<file path="src/wsw_pkg.sv">
`default_nettype none
package wsw_pkg;

	// ************************************************************
	// Timing
	// ************************************************************
	localparam int WSW_SYS_CLK_NS        = 40;
	localparam int WSW_WDT_PERIOD_NS     = 18000000;
	localparam int WSW_WDT_PERIOD_CYCLES = WSW_WDT_PERIOD_NS / WSW_SYS_CLK_NS;
	localparam int WSW_RC_DIV            = 25;
	localparam int WSW_WDT_TICKS         = WSW_WDT_PERIOD_CYCLES / WSW_RC_DIV;
	localparam int WSW_CNT_W             = 16;

	// ************************************************************
	// Register indices (byte address is four times the index)
	// ************************************************************
	localparam logic [13:0] WSW_IDX_STATUS = 14'h0003;
	localparam logic [13:0] WSW_IDX_IRQ    = 14'h000b;
	localparam logic [13:0] WSW_IDX_OPTION = 14'h0081;
	localparam logic [13:0] WSW_IDX_CONFIG = 14'h2007;

	// ************************************************************
	// Field positions and reset values
	// ************************************************************
	localparam int WSW_OPT_EDGE   = 6;
	localparam int WSW_OPT_PSA    = 3;
	localparam int WSW_IRQ_GIE    = 7;
	localparam int WSW_IRQ_PEIE   = 6;
	localparam int WSW_IRQ_TMR_EN = 5;
	localparam int WSW_IRQ_EXT_EN = 4;
	localparam int WSW_IRQ_PB_EN  = 3;
	localparam int WSW_IRQ_TMR_F  = 2;
	localparam int WSW_IRQ_EXT_F  = 1;
	localparam int WSW_IRQ_PB_F   = 0;
	localparam int WSW_ST_TO      = 4;
	localparam int WSW_ST_PD      = 3;
	localparam int WSW_CFG_WDT_EN = 2;

	localparam logic [7:0]  WSW_OPT_RESET    = 8'hff;
	localparam logic [7:0]  WSW_IRQ_RESET    = 8'h00;
	localparam logic [7:0]  WSW_IRQ_WDT_KEEP = 8'h01;
	localparam logic [7:0]  WSW_TMR_MAX      = 8'hff;
	localparam logic [7:0]  WSW_TMR_MIN      = 8'h00;
	localparam logic [12:0] WSW_VECTOR       = 13'h0004;

	// ************************************************************
	// Types
	// ************************************************************
	typedef enum logic [1:0] {WSW_RUN, WSW_SLEEP, WSW_WAKE} wsw_mode_t;

	typedef struct packed {
		logic        read;
		logic        write;
		logic [15:0] address;
		logic [31:0] writedata;
		logic [3:0]  byteenable;
	} wsw_avs_req_t;

	typedef struct packed {
		logic        watchdog_clear_instr;
		logic        sleepInstr;
		logic        instrRetire;
		logic [12:0] pc;
	} wsw_core_req_t;

	typedef struct packed {
		logic        wakeUp;
		logic        wdtReset;
		logic        irqVector;
		logic        stackPush;
		logic        oscEnable;
		logic        sleeping;
		logic [12:0] vectorPc;
		logic [12:0] returnPc;
	} wsw_core_rsp_t;

	// Mask of the watchdog prescaler for ratio 1:2^ps
	function automatic logic [6:0] wsw_ratio_mask(input logic [2:0] ps);
		return 7'((8'h01 << ps) - 8'h01);
	endfunction

endpackage
`default_nettype wire

</file>
<file path="src/wsw_watchdog_sleep_wake.sv">
// Implementation choice: the Avalon-MM interface to the registers.
`timescale 1ns/10ps
`default_nettype none
// Notes on behaviour
// - External pin edge: rising when option bit 6 set, falling when clear.
// - A valid external edge sets the external flag, interrupt control bit 1.
// - External enable, bit 4, masks the edge interrupt and allows wake.
// - External flag may set anywhere in the phase 4 to phase 1 span.
// - Timer zero rolling FFh to 00h sets bit 2; enable bit 5.
// - Change on port B pins 7..4 sets bit 0; own enable gates it.
// - Taking an interrupt saves only the return program counter.
// - Watchdog counts on its own free-running time base, alive during sleep.
// - Expiry while running resets; expiry while asleep wakes and continues.
// - Clearing the fuse enable bit of the configuration word disables watchdog.
// - Nominal period 18 ms; assigned prescaler divides further up to 1:128.
// - Clear-watchdog or sleep clears watchdog count and assigned prescaler.
// - Clear-watchdog leaves prescaler assignment and ratio untouched.
// - Expiry clears the active-low timeout status bit.
// - Sleep entry: clear watchdog, power-down bit low, timeout high, oscillator off.
// - Pins keep their pre-sleep drive state during sleep.
// - Leave sleep by master reset (status bits kept), expiry or enabled interrupt.
// - Power-down bit set at power-up, cleared on sleep entry.
// - Only phase-clock-free peripheral interrupts may wake from sleep.
// - Wake needs flag and enable only, regardless of global enable.
// - After interrupt wake run prefetched instruction, then vector if global enable.
// - Flags are set by events whatever the enables say.
// - Taking interrupt clears global enable, pushes return address, jumps to 0004h.
// - Sleep with an enabled interrupt pending acts as a no-operation.
module wsw_watchdog_sleep_wake
	import wsw_pkg::*;
#(
	parameter int RC_DIV    = WSW_RC_DIV,
	parameter int WDT_TICKS = WSW_WDT_TICKS
)(
	// Clock and resets
	input  wire logic          sys_clk,
	input  wire logic          sys_rst,
	input  wire logic          masterResetN,
	// Configuration word strap, caught during reset
	input  wire logic [7:0]    cfgStrap,
	// Register bus
	input  wire wsw_avs_req_t  avsReq,
	output var  logic [31:0]   readdata,
	output var  logic          waitrequest,
	// Processor core
	input  wire wsw_core_req_t coreReq,
	output var  wsw_core_rsp_t coreRsp,
	// Interrupt sources
	input  wire logic          extIrqPin,
	input  wire logic [7:0]    timerZero,
	input  wire logic [7:0]    portBPins,
	input  wire logic [6:0]    periphIrq,
	// Pin drive from the port logic and to the pads
	input  wire logic [7:0]    pinOut,
	input  wire logic [7:0]    pinOe,
	output var  logic [7:0]    padOut,
	output var  logic [7:0]    padOe
);

	// ************************************************************
	// State
	// ************************************************************
	typedef struct packed {
		wsw_mode_t   mode;
		logic [7:0]  option;
		logic [7:0]  irqCtl;
		logic [7:0]  cfg;
		logic        toN;
		logic        pdN;
		logic        oscEn;
		logic        primed;
		logic        extLast;
		logic [7:0]  tmrLast;
		logic [3:0]  portLast;
		logic [7:0]  padOut;
		logic [7:0]  padOe;
		logic        ack;
		logic [31:0] rdata;
		logic        wake;
		logic        wdtRst;
		logic        vector;
		logic [12:0] retPc;
	} wsw_state_t;

	wsw_state_t s;
	wsw_state_t next_s;

	logic       rcTick;
	logic       wdtExpire;
	logic       wdtClear;
	logic       extEdge;
	logic       tmrRoll;
	logic       portChange;
	logic       anyWake;
	logic       softRst;
	logic       sleepGo;
	logic       takeIrq;
	logic       busReq;
	logic       wrEn;
	logic [13:0] regIdx;

	// ************************************************************
	// Watchdog
	// ************************************************************
	wsw_rc_osc #(
		.RC_DIV (RC_DIV)
	) u_rc (
		.sys_clk (sys_clk),
		.sys_rst (sys_rst),
		.rcTick  (rcTick)
	);

	wsw_wdt_counter #(
		.WDT_TICKS (WDT_TICKS)
	) u_wdt (
		.sys_clk    (sys_clk),
		.sys_rst    (sys_rst),
		.rcTick     (rcTick),
		.fuseEnable (s.cfg[WSW_CFG_WDT_EN]),
		.clear      (wdtClear),
		.psaWdt     (s.option[WSW_OPT_PSA]),
		.psRatio    (s.option[2:0]),
		.expire     (wdtExpire)
	);

	// ************************************************************
	// Events and decisions
	// ************************************************************
	// Edge and change detectors wait one cycle after reset so a steady level is no event
	assign extEdge    = s.primed & (s.option[WSW_OPT_EDGE] ? (extIrqPin & ~s.extLast)
	                                                        : (~extIrqPin & s.extLast));
	assign tmrRoll    = s.primed & (s.tmrLast == WSW_TMR_MAX) & (timerZero == WSW_TMR_MIN);
	assign portChange = s.primed & (portBPins[7:4] != s.portLast);

	// Any source with flag and enable both set; the global enable plays no part
	assign anyWake = (s.irqCtl[WSW_IRQ_EXT_EN] & s.irqCtl[WSW_IRQ_EXT_F])
	               | (s.irqCtl[WSW_IRQ_TMR_EN] & s.irqCtl[WSW_IRQ_TMR_F])
	               | (s.irqCtl[WSW_IRQ_PB_EN] & s.irqCtl[WSW_IRQ_PB_F])
	               | (s.irqCtl[WSW_IRQ_PEIE] & (|periphIrq));

	// Expiry is a registered pulse of this domain; sys_clk keeps running in sleep, so none is lost
	assign softRst  = ~masterResetN | (wdtExpire & (s.mode != WSW_SLEEP));
	assign sleepGo  = coreReq.sleepInstr & (s.mode == WSW_RUN) & ~anyWake & ~softRst;
	assign wdtClear = coreReq.watchdog_clear_instr | sleepGo;
	assign takeIrq  = (s.mode == WSW_RUN) & s.irqCtl[WSW_IRQ_GIE] & anyWake & ~softRst;

	// Bus: every access is answered on its second cycle
	assign busReq      = avsReq.read | avsReq.write;
	assign waitrequest = busReq & ~s.ack;
	assign regIdx      = avsReq.address[15:2];
	assign wrEn        = avsReq.write & s.ack & avsReq.byteenable[0];

	// ************************************************************
	// Next state
	// ************************************************************
	always_comb begin
		next_s        = s;
		next_s.wake   = 1'b0;
		next_s.wdtRst = 1'b0;
		next_s.vector = 1'b0;

		// Detector history
		next_s.primed   = 1'b1;
		next_s.extLast  = extIrqPin;
		next_s.tmrLast  = timerZero;
		next_s.portLast = portBPins[7:4];

		// Bus handshake and read capture; unmapped reads return zero
		next_s.ack = busReq & ~s.ack;
		if (avsReq.read & ~s.ack) begin
			case (regIdx)
				WSW_IDX_OPTION: next_s.rdata = {24'h000000, s.option};
				WSW_IDX_IRQ:    next_s.rdata = {24'h000000, s.irqCtl};
				WSW_IDX_CONFIG: next_s.rdata = {24'h000000, s.cfg};
				WSW_IDX_STATUS: next_s.rdata = {27'h0000000, s.toN, s.pdN, 3'h0};
				default:        next_s.rdata = 32'h00000000;
			endcase
		end

		// Software writes; option change never touches the watchdog counts
		if (wrEn && regIdx == WSW_IDX_OPTION) begin
			next_s.option = avsReq.writedata[7:0];
		end
		if (wrEn && regIdx == WSW_IDX_IRQ) begin
			next_s.irqCtl = avsReq.writedata[7:0];
		end

		// Hardware sets win over a software clear in the same cycle
		if (extEdge) begin
			next_s.irqCtl[WSW_IRQ_EXT_F] = 1'b1;
		end
		if (tmrRoll) begin
			next_s.irqCtl[WSW_IRQ_TMR_F] = 1'b1;
		end
		if (portChange) begin
			next_s.irqCtl[WSW_IRQ_PB_F] = 1'b1;
		end

		// Interrupt response: only the return address goes to the stack
		if (takeIrq) begin
			next_s.irqCtl[WSW_IRQ_GIE] = 1'b0;
			next_s.vector              = 1'b1;
			next_s.retPc               = coreReq.pc;
		end

		// Sleep and wake sequencing
		case (s.mode)
			WSW_RUN: begin
				if (sleepGo) begin
					next_s.mode  = WSW_SLEEP;
					next_s.pdN   = 1'b0;
					next_s.toN   = 1'b1;
					next_s.oscEn = 1'b0;
				end
			end
			WSW_SLEEP: begin
				if (wdtExpire) begin
					next_s.mode  = WSW_RUN;
					next_s.toN   = 1'b0;
					next_s.oscEn = 1'b1;
					next_s.wake  = 1'b1;
				end else if (anyWake) begin
					next_s.mode  = WSW_WAKE;
					next_s.oscEn = 1'b1;
					next_s.wake  = 1'b1;
				end
			end
			WSW_WAKE: begin
				// Prefetched instruction runs first; the vector may follow from run mode
				if (coreReq.instrRetire) begin
					next_s.mode = WSW_RUN;
				end
			end
			default: begin
				next_s.mode = WSW_RUN;
			end
		endcase

		// Pads follow the port logic except while asleep, when they freeze
		if (next_s.mode != WSW_SLEEP) begin
			next_s.padOut = pinOut;
			next_s.padOe  = pinOe;
		end

		// Watchdog reset while running, or master reset at any time
		if (softRst) begin
			next_s.mode   = WSW_RUN;
			next_s.oscEn  = 1'b1;
			next_s.option = WSW_OPT_RESET;
			next_s.vector = 1'b0;
			next_s.wake   = 1'b0;
			next_s.padOut = pinOut;
			next_s.padOe  = pinOe;
			if (!masterResetN) begin
				next_s.irqCtl = WSW_IRQ_RESET;
			end else begin
				next_s.irqCtl = s.irqCtl & WSW_IRQ_WDT_KEEP;
				next_s.wdtRst = 1'b1;
				next_s.toN    = 1'b0;
				next_s.pdN    = 1'b1;
			end
		end

		// Power-up: the fuse strap is caught here, status bits start high
		if (sys_rst) begin
			next_s        = '0;
			next_s.mode   = WSW_RUN;
			next_s.option = WSW_OPT_RESET;
			next_s.irqCtl = WSW_IRQ_RESET;
			next_s.cfg    = cfgStrap;
			next_s.toN    = 1'b1;
			next_s.pdN    = 1'b1;
			next_s.oscEn  = 1'b1;
		end
	end

	// State register
	always_ff @(posedge sys_clk) begin
		s <= next_s;
	end

	// ************************************************************
	// Outputs
	// ************************************************************
	assign readdata           = s.rdata;
	assign padOut             = s.padOut;
	assign padOe              = s.padOe;
	assign coreRsp.wakeUp     = s.wake;
	assign coreRsp.wdtReset   = s.wdtRst;
	assign coreRsp.irqVector  = s.vector;
	assign coreRsp.stackPush  = s.vector;
	assign coreRsp.oscEnable  = s.oscEn;
	assign coreRsp.sleeping   = (s.mode == WSW_SLEEP);
	assign coreRsp.vectorPc   = WSW_VECTOR;
	assign coreRsp.returnPc   = s.retPc;
endmodule
`default_nettype wire

</file>
<file path="src/wsw_rc_osc.sv">
`timescale 1ns/10ps
`default_nettype none
module wsw_rc_osc
	import wsw_pkg::*;
#(
	parameter int RC_DIV = WSW_RC_DIV
)(
	// Clock and reset
	input  wire logic sys_clk,
	input  wire logic sys_rst,
	// Watchdog time base
	output var  logic rcTick
);

	typedef struct packed {
		logic [7:0] cnt;
		logic       tick;
	} wsw_rc_t;

	localparam logic [7:0] LAST = 8'(RC_DIV - 1);

	wsw_rc_t s;
	wsw_rc_t next_s;

	// Free-running divider: nothing but reset stops it, so sleep never halts the watchdog
	always_comb begin
		next_s      = s;
		next_s.tick = 1'b0;
		if (s.cnt == LAST) begin
			next_s.cnt  = 8'h00;
			next_s.tick = 1'b1;
		end else begin
			next_s.cnt = s.cnt + 8'h01;
		end
		if (sys_rst) begin
			next_s = '0;
		end
	end

	// State register
	always_ff @(posedge sys_clk) begin
		s <= next_s;
	end

	assign rcTick = s.tick;

endmodule
`default_nettype wire

</file>
<file path="src/wsw_wdt_counter.sv">
`timescale 1ns/10ps
`default_nettype none
module wsw_wdt_counter
	import wsw_pkg::*;
#(
	parameter int WDT_TICKS = WSW_WDT_TICKS
)(
	// Clock and reset
	input  wire logic       sys_clk,
	input  wire logic       sys_rst,
	// Control
	input  wire logic       rcTick,
	input  wire logic       fuseEnable,
	input  wire logic       clear,
	input  wire logic       psaWdt,
	input  wire logic [2:0] psRatio,
	// Expiry
	output var  logic       expire
);

	typedef struct packed {
		logic [WSW_CNT_W-1:0] baseCnt;
		logic [6:0]           preCnt;
		logic                 expire;
	} wsw_wdt_t;

	localparam logic [WSW_CNT_W-1:0] LAST = WSW_CNT_W'(WDT_TICKS - 1);
	localparam logic [WSW_CNT_W-1:0] ONE  = WSW_CNT_W'(1);

	wsw_wdt_t s;
	wsw_wdt_t next_s;

	// Base count of one nominal period, then the optional prescaler
	always_comb begin
		next_s        = s;
		next_s.expire = 1'b0;
		if (!fuseEnable || clear) begin
			next_s.baseCnt = '0;
			next_s.preCnt  = 7'h00;
		end else if (rcTick) begin
			if (s.baseCnt == LAST) begin
				next_s.baseCnt = '0;
				if (!psaWdt || s.preCnt == wsw_ratio_mask(psRatio)) begin
					next_s.preCnt = 7'h00;
					next_s.expire = 1'b1;
				end else begin
					next_s.preCnt = s.preCnt + 7'h01;
				end
			end else begin
				next_s.baseCnt = s.baseCnt + ONE;
			end
		end
		if (sys_rst) begin
			next_s = '0;
		end
	end

	// State register
	always_ff @(posedge sys_clk) begin
		s <= next_s;
	end

	assign expire = s.expire;
endmodule
`default_nettype wire

</file>
<file path="config.mk">
export PLATFORM = sky130hd
export DESIGN_NAME = wsw_watchdog_sleep_wake
export DESIGN_NICKNAME = d
export VERILOG_FILES = /design/src/wsw_pkg.sv /design/src/wsw_watchdog_sleep_wake.sv /design/src/wsw_rc_osc.sv /design/src/wsw_wdt_counter.sv
export SDC_FILE = /design/constraint.sdc
export NUM_CORES = 1
export LEC_CHECK = 0
export ABC_AREA = 1
export BUFFER_PORTS_ARGS = -buffer_cell sky130_fd_sc_hd__buf_2
export CAP_MARGIN = 10
export CORE_ASPECT_RATIO = 0.9
export CORE_MARGIN = 8
export CORE_UTILIZATION = 50
export DETAILED_ROUTE_END_ITERATION = 16
export PLACE_DENSITY_LB_ADDON = 0.15
export SKIP_CTS_REPAIR_TIMING = 1
export SLEW_MARGIN = 10
export SYNTH_ARGS = -nofsm -noshare
export SYNTH_HDL_FRONTEND = slang
export SYNTH_SLANG_ARGS = --single-unit
</file>
<file path="constraint.sdc">
create_clock -name sys_clk -period 2.2 [get_ports sys_clk]
set_input_delay 0.44 -clock sys_clk [delete_from_list [all_inputs] [get_ports sys_clk]]
set_output_delay 0.44 -clock sys_clk [all_outputs]
set_load 0.005 [all_outputs]
</file>
Yosys cells after proc, flatten, opt, wreduce, memory -nomap -nowiden
Index checks and enable logic that the tools add are counted. W data, S select, Z words.

Register bits: 141. Input bits: 121. Output and inout port bits: 81. Word-level logic and storage cells: 147.

Add/sub/neg operators: 4. Eq/ne operators: 16. Shifts and indexed selects: 1. Multiplexer cells: 37. Bitwise gates (word level): 36. Reduce and logical (&&, ||, !) cells: 25.

Operators with widths (count): $mux W79 (1); $mux W16 (3); $mux W32 (1); $pmux W8 S4 (1); $and A1 B1 Y1 (21); $add A16 B1 Y16 const B (1); $eq A16 B15 Y1 const B (1); $mux W1 (16); $mux W8 (2); $eq A14 B14 Y1 const B (1); $eq A14 B2 Y1 const B (1); $eq A14 B4 Y1 const B (1); $eq A14 B8 Y1 const B (1); $mux W14 (1); $reduce_bool A3 Y1 (4); $mux W2 (5); $mux W3 (3); $not A1 Y1 (9); $add A8 B1 Y8 const B (1); $eq A8 B5 Y1 const B (1); $eq A8 B8 Y1 const B (1); $logic_not A8 Y1 (1); $reduce_or A2 Y1 (4); $add A7 B1 Y7 const B (1); other kinds (23) (37).

Depth between registers and ports, before layout
Word-level depth: 13. Depth in mapped cells: 15. Gate-level depth less buffers: 14.

By module
A second synthesis with hierarchy kept.

Cell total of the unflattened synthesis: 831. Area total of the unflattened synthesis: 6030.8 µm².

Modules (own cells, without submodules): wsw_watchdog_sleep_wake (instances 1, cells an instance 552, area an instance 4236.6 µm², sequential area each 1761.7 µm²); wsw_wdt_counter (instances 1, cells an instance 214, area an instance 1348.8 µm², sequential area each 480.5 µm²); wsw_rc_osc (instances 1, cells an instance 65, area an instance 445.4 µm², sequential area each 180.2 µm²).

Least setup slack after synthesis
Ideal clock, no wire load.

Kind: register to register. Start: register s[100] (netlist bit). End: register u_wdt.s[6] (netlist bit). Setup time: 0.116 ns. Arrival time: 1.603 ns. Data required time: 2.084 ns. Setup slack: 0.481 ns. Cell stages (with the launch flop): 16. Buffers on the path: 1. Clock period less this slack: 1.719 ns. Path through: dfxtp_1 buf_4 inv_2 nand2_1 ha_1 inv_1 nand2_1 nand2_1 nor2_1 nand3_1 nor2_1 nand3_1 nand2_1 nand2_1 nand2_1 nor2_1.

Cells in the longest elaborated chain, start to end: 5.

RTL lines: start: declaration (line wsw_watchdog_sleep_wake.sv:85) `wsw_state_t s;`; start signal: assignment (line wsw_watchdog_sleep_wake.sv:279) `s <= next_s;`; $shl A1 B3 Y7 (line wsw_pkg.sv:79) `return 7'((8'h01 << ps) - 8'h01);`; $sub A7 B1 Y7 (line wsw_pkg.sv:79); $eq A7 B7 Y1 (line wsw_wdt_counter.sv:43) `if (!psaWdt || s.preCnt == wsw_ratio_mask(psRatio)) begin`; $logic_or A1 B1 Y1 (line wsw_wdt_counter.sv:43); $mux W7 (line wsw_wdt_counter.sv:43); end signal: assignment (line wsw_wdt_counter.sv:60) `s <= next_s;`; end: declaration (line wsw_wdt_counter.sv:30) `wsw_wdt_t s;`.

No other way between the ends. A chain may end at the register's enable or synchronous reset.

Worst setup path in the final report
Start: register s[99] (netlist bit). End: register u_wdt.s[7] (netlist bit).

The elaborated chain is that of the path after synthesis.

==> impl_metrics.prom <==
# TYPE chip_impl_metric gauge
chip_impl_metric{name="htree_levels",unit=""} 4
chip_impl_metric{name="insertedDiodeCount",unit=""} 0
chip_impl_info{name="mostFrequentLayoutCells",value="135 x sky130_fd_sc_hd__nand2_1, 131 x sky130_fd_sc_hd__buf_2, 111 x sky130_fd_sc_hd__nor2_1"} 1
chip_impl_metric{name="synth-seq-cells",unit=""} 117
chip_impl_metric{name="antenna_found_initial",unit=""} 0
chip_impl_metric{name="route.detailed.wl_per_inst",unit="um"} 13.3
chip_impl_metric{name="synthesis.yosys.warnings",unit=""} 0
chip_impl_metric{name="finClkSkew",unit="ps"} 4.81
chip_impl_metric{name="core_area",unit="um^2"} 11500
chip_impl_metric{name="drt-pass1-iter-count",unit=""} 5
chip_impl_metric{name="timing.final.hold_violations",unit=""} 0
chip_impl_info{name="critPathKind",value="flop to flop"} 1
chip_impl_metric{name="cts-buffers-inserted",unit=""} 17
chip_impl_metric{name="crit_arrival",unit="ps"} 2270
chip_impl_metric{name="synth_enable_flop_cells",unit=""} 8
chip_impl_metric{name="power.ir.vdd_worst",unit="mV"} 0.674
chip_impl_metric{name="maxCapViolCount",unit=""} 0
chip_impl_info{name="setup_repair_after_global_routing_missed_its_margin",value="no"} 1
chip_impl_metric{name="place.detailed.hpwl",unit="mm"} 11.0
chip_impl_metric{name="avgViaCountPerCell",unit=""} 4.85
chip_impl_metric{name="p_leak",unit="nW"} 3.19
chip_impl_metric{name="buffer_ports.inserted",unit=""} 131
chip_impl_metric{name="totalWireLength",unit="mm"} 14.2
chip_impl_metric{name="slew_headroom",unit=""} 0.668
chip_impl_info{name="worstHoldPathType",value="input pin to flop"} 1
chip_impl_metric{name="worstPathRequired",unit="ps"} 2500
chip_impl_metric{name="preCtsSetupSlack",unit="ps"} 195
chip_impl_metric{name="count_of_clock_tree_sinks",unit=""} 117
chip_impl_metric{name="synth_async_sr_flop_share",unit=""} 0
chip_impl_metric{name="final.setup.tns",unit="ps"} 0
chip_impl_metric{name="grt_first_pass_wirelength",unit="mm"} 23.0
chip_impl_metric{name="critical_path_peak_fanout",unit=""} 7
chip_impl_info{name="crit_path_cell_trace",value="inv_1 -> nand3_1 -> ha_1 -> inv_1 -> nand2_1 -> nand2_1 -> xor2_1 -> nor2_1 -> nand3_1 -> nand2_1 -> nand2_1 -> nand2_1 -> nor2_1"} 1
chip_impl_metric{name="fmax",unit="MHz"} 506
chip_impl_metric{name="number_of_global_route_vias_before_repair",unit=""} 4976
chip_impl_metric{name="routabilityCongestion",unit=""} 0.874
chip_impl_metric{name="full_die_area",unit="um^2"} 15600
chip_impl_metric{name="ys_types",unit=""} 44
chip_impl_info{name="yosys_most_used_dff",value="sky130_fd_sc_hd__dfxtp_1"} 1
chip_impl_metric{name="power_density",unit="nW/um^2"} 780
chip_impl_metric{name="layout-drive-gt1-share",unit=""} 0.238
chip_impl_info{name="layout_commonest_cell",value="sky130_fd_sc_hd__nand2_1"} 1
chip_impl_metric{name="post_synth.cell_area_avg",unit="um^2"} 7.43
chip_impl_metric{name="height_of_the_chip",unit="um"} 119
chip_impl_metric{name="post-route-drc-count",unit=""} 0
chip_impl_metric{name="critical_path.max_stage_delay",unit="ps"} 390
chip_impl_metric{name="starting_density",unit=""} 0.515
chip_impl_metric{name="floorplan.io_pins",unit=""} 202
chip_impl_info{name="tritoncts_clock_tree",value="done"} 1
chip_impl_metric{name="grt_util_all_layers",unit=""} 0.182
chip_impl_metric{name="register_clock_pin_slew_on_the_reported_worst_setup_and_hold_paths",unit="ps"} 60
chip_impl_metric{name="layout-area-overhead-vs-synth",unit="%"} 16.8
chip_impl_metric{name="ant_nets",unit=""} 0
chip_impl_info{name="timing.critical_path.slowest_stage_cell",value="sky130_fd_sc_hd__dfxtp_2"} 1
chip_impl_metric{name="synth-seq-area-share",unit=""} 0.408
chip_impl_metric{name="worst_slew_pin_slew",unit="ps"} 495
chip_impl_metric{name="dr.first_iter.drc_count",unit=""} 278
chip_impl_metric{name="total_power",unit="mW"} 5.41
chip_impl_metric{name="timing.final.setup_violations",unit=""} 0
chip_impl_metric{name="clockBufferDepth",unit=""} 2
chip_impl_metric{name="period_needed",unit="ps"} 1980
chip_impl_metric{name="nets",unit=""} 1025
chip_impl_metric{name="netlist_instances",unit=""} 799
chip_impl_metric{name="synth_area",unit="um^2"} 5940
chip_impl_metric{name="rows",unit=""} 37
chip_impl_info{name="critPathMostFrequentCell",value="sky130_fd_sc_hd__nand2_1"} 1
chip_impl_info{name="status",value="completed"} 1
chip_impl_metric{name="finalCritPeriodShare",unit=""} 0.899
chip_impl_info{name="critical_path_endpoint_category",value="flop"} 1
chip_impl_metric{name="pin_count_of_the_biggest_net_entering_global_routing",unit=""} 27
chip_impl_metric{name="chipWidth",unit="um"} 131
chip_impl_metric{name="routed-via-count",unit=""} 5183
chip_impl_metric{name="worst_slack",unit="ps"} 223
chip_impl_info{name="path_delay_family",value="simple AND/OR/NAND/NOR gates"} 1
chip_impl_metric{name="worst_skew_pair_later_pin_latency",unit="ps"} 410
chip_impl_metric{name="path_buf_inv",unit=""} 2
chip_impl_info{name="ctsRootBufferMaster",value="sky130_fd_sc_hd__clkbuf_16"} 1
chip_impl_metric{name="report.final.slew_viol_count",unit=""} 0
chip_impl_metric{name="grt-ovfl-total",unit=""} 0
chip_impl_info{name="startpoint_type",value="flop"} 1
[final timing paths]
check / from / end / slack [ps] / depth (start not counted)
setup / recovery: s[99] / u_wdt.s[7] / 220 / 13
setup reg to reg: s[99] / u_wdt.s[7] / 220 / 13
hold / removal: cfgStrap[2] / s[84] / 200 / 1
hold reg to reg: coreRsp[5] / coreRsp[5] / 440 / 2
[cell families after synthesis]
| family | share of synthesized area |
|---|---|
| XOR/XNOR | 0.0236 |
| other | 0.00126 |
| AO/OA/AOI/OAI | 0.0868 |
| buffers and inverters | 0.171 |
| AND/OR/NAND/NOR | 0.299 |
| adder cells (fa/ha/maj) | 0.0105 |
| flip-flops | 0.408 |
[cell usage after synthesis (all sizes together) (2+ instances only)]
cell | instances | area, um^2
nand3 | 74 | 408
clkbuf | 7 | 26.3
o211ai | 5 | 37.5
inv | 90 | 343
edfxtp | 8 | 240
nor4 | 2 | 12.5
a31oi | 2 | 12.5
ha | 5 | 62.6
nor3b | 3 | 22.5
a21oi | 41 | 205
xnor2 | 6 | 52.6
nand2 | 140 | 543
nand4 | 15 | 109
o21ai | 44 | 231
nor3 | 13 | 86.3
conb | 2 | 7.51
nand3b | 3 | 22.5
buf | 87 | 643
dfxtp | 109 | 2180
or2 | 3 | 18.8
nor2 | 125 | 547
xor2 | 10 | 87.6
[routing by layer]
| layer | global-route usage | vias up | part of all wire |
|---|---|---|---|
| li1 | - | 2658 | - |
| met3 | 0.0598 | 24 | 0.081 |
| met1 | 0.219 | 2339 | 0.43 |
| met4 | 0.0616 | 0 | 0.014 |
| met5 | 0 | - | 0 |
| met2 | 0.296 | 162 | 0.48 |
[through the flow]
stage / hold slack [ps] / cell area (um^2) / utilization / std cells
after global placement: 429 / 6320 / 0.548 / 1036
final: 205 / 6940 / 0.602 / 1068
after global routing: 182 / 6940 / 0.602 / 1068
after CTS: 189 / 6930 / 0.601 / 1068
after detailed placement: 433 / 6320 / 0.548 / 1036
after floorplan: 424 / 6070 / - / 834
[state kept, by name, indices dropped and copies added, names as in the netlist, named ones only]
name	flops
u_rc.s	8
s	42
padOut	8
coreRsp	17
u_wdt.expire	1
padOe	8
readdata	8
u_rc.rcTick	1
u_wdt.s	23
[where the power goes]
group | switching (mW) | internal (mW)
clock network | 0.973 | 1.88
logic | 0.187 | 0.132
registers | 0.0297 | 2.20
total | 1.19 | 4.22
[layout make-up]
class	instances	area (um^2)
fillers	1083	4590
multi-input cells	532	2640
flip-flops and latches	117	2420
clock buffers	18	429
inverters	91	347
clock inverters	14	184
repair buffers	140	723
well taps	156	195
[worst reg2reg max path, cell delays in order, from the launching register on]
cell	delay [ps]
sky130_fd_sc_hd__dfxtp_2	390
sky130_fd_sc_hd__inv_1	120
sky130_fd_sc_hd__nand3_1	100
sky130_fd_sc_hd__ha_1	260
sky130_fd_sc_hd__inv_1	100
sky130_fd_sc_hd__nand2_1	70
sky130_fd_sc_hd__nand2_1	60
sky130_fd_sc_hd__xor2_1	160
sky130_fd_sc_hd__nor2_1	90
sky130_fd_sc_hd__nand3_1	120
sky130_fd_sc_hd__nand2_1	110
sky130_fd_sc_hd__nand2_1	70
sky130_fd_sc_hd__nand2_1	160
sky130_fd_sc_hd__nor2_1	60
Power figures use the tool's default switching activity.
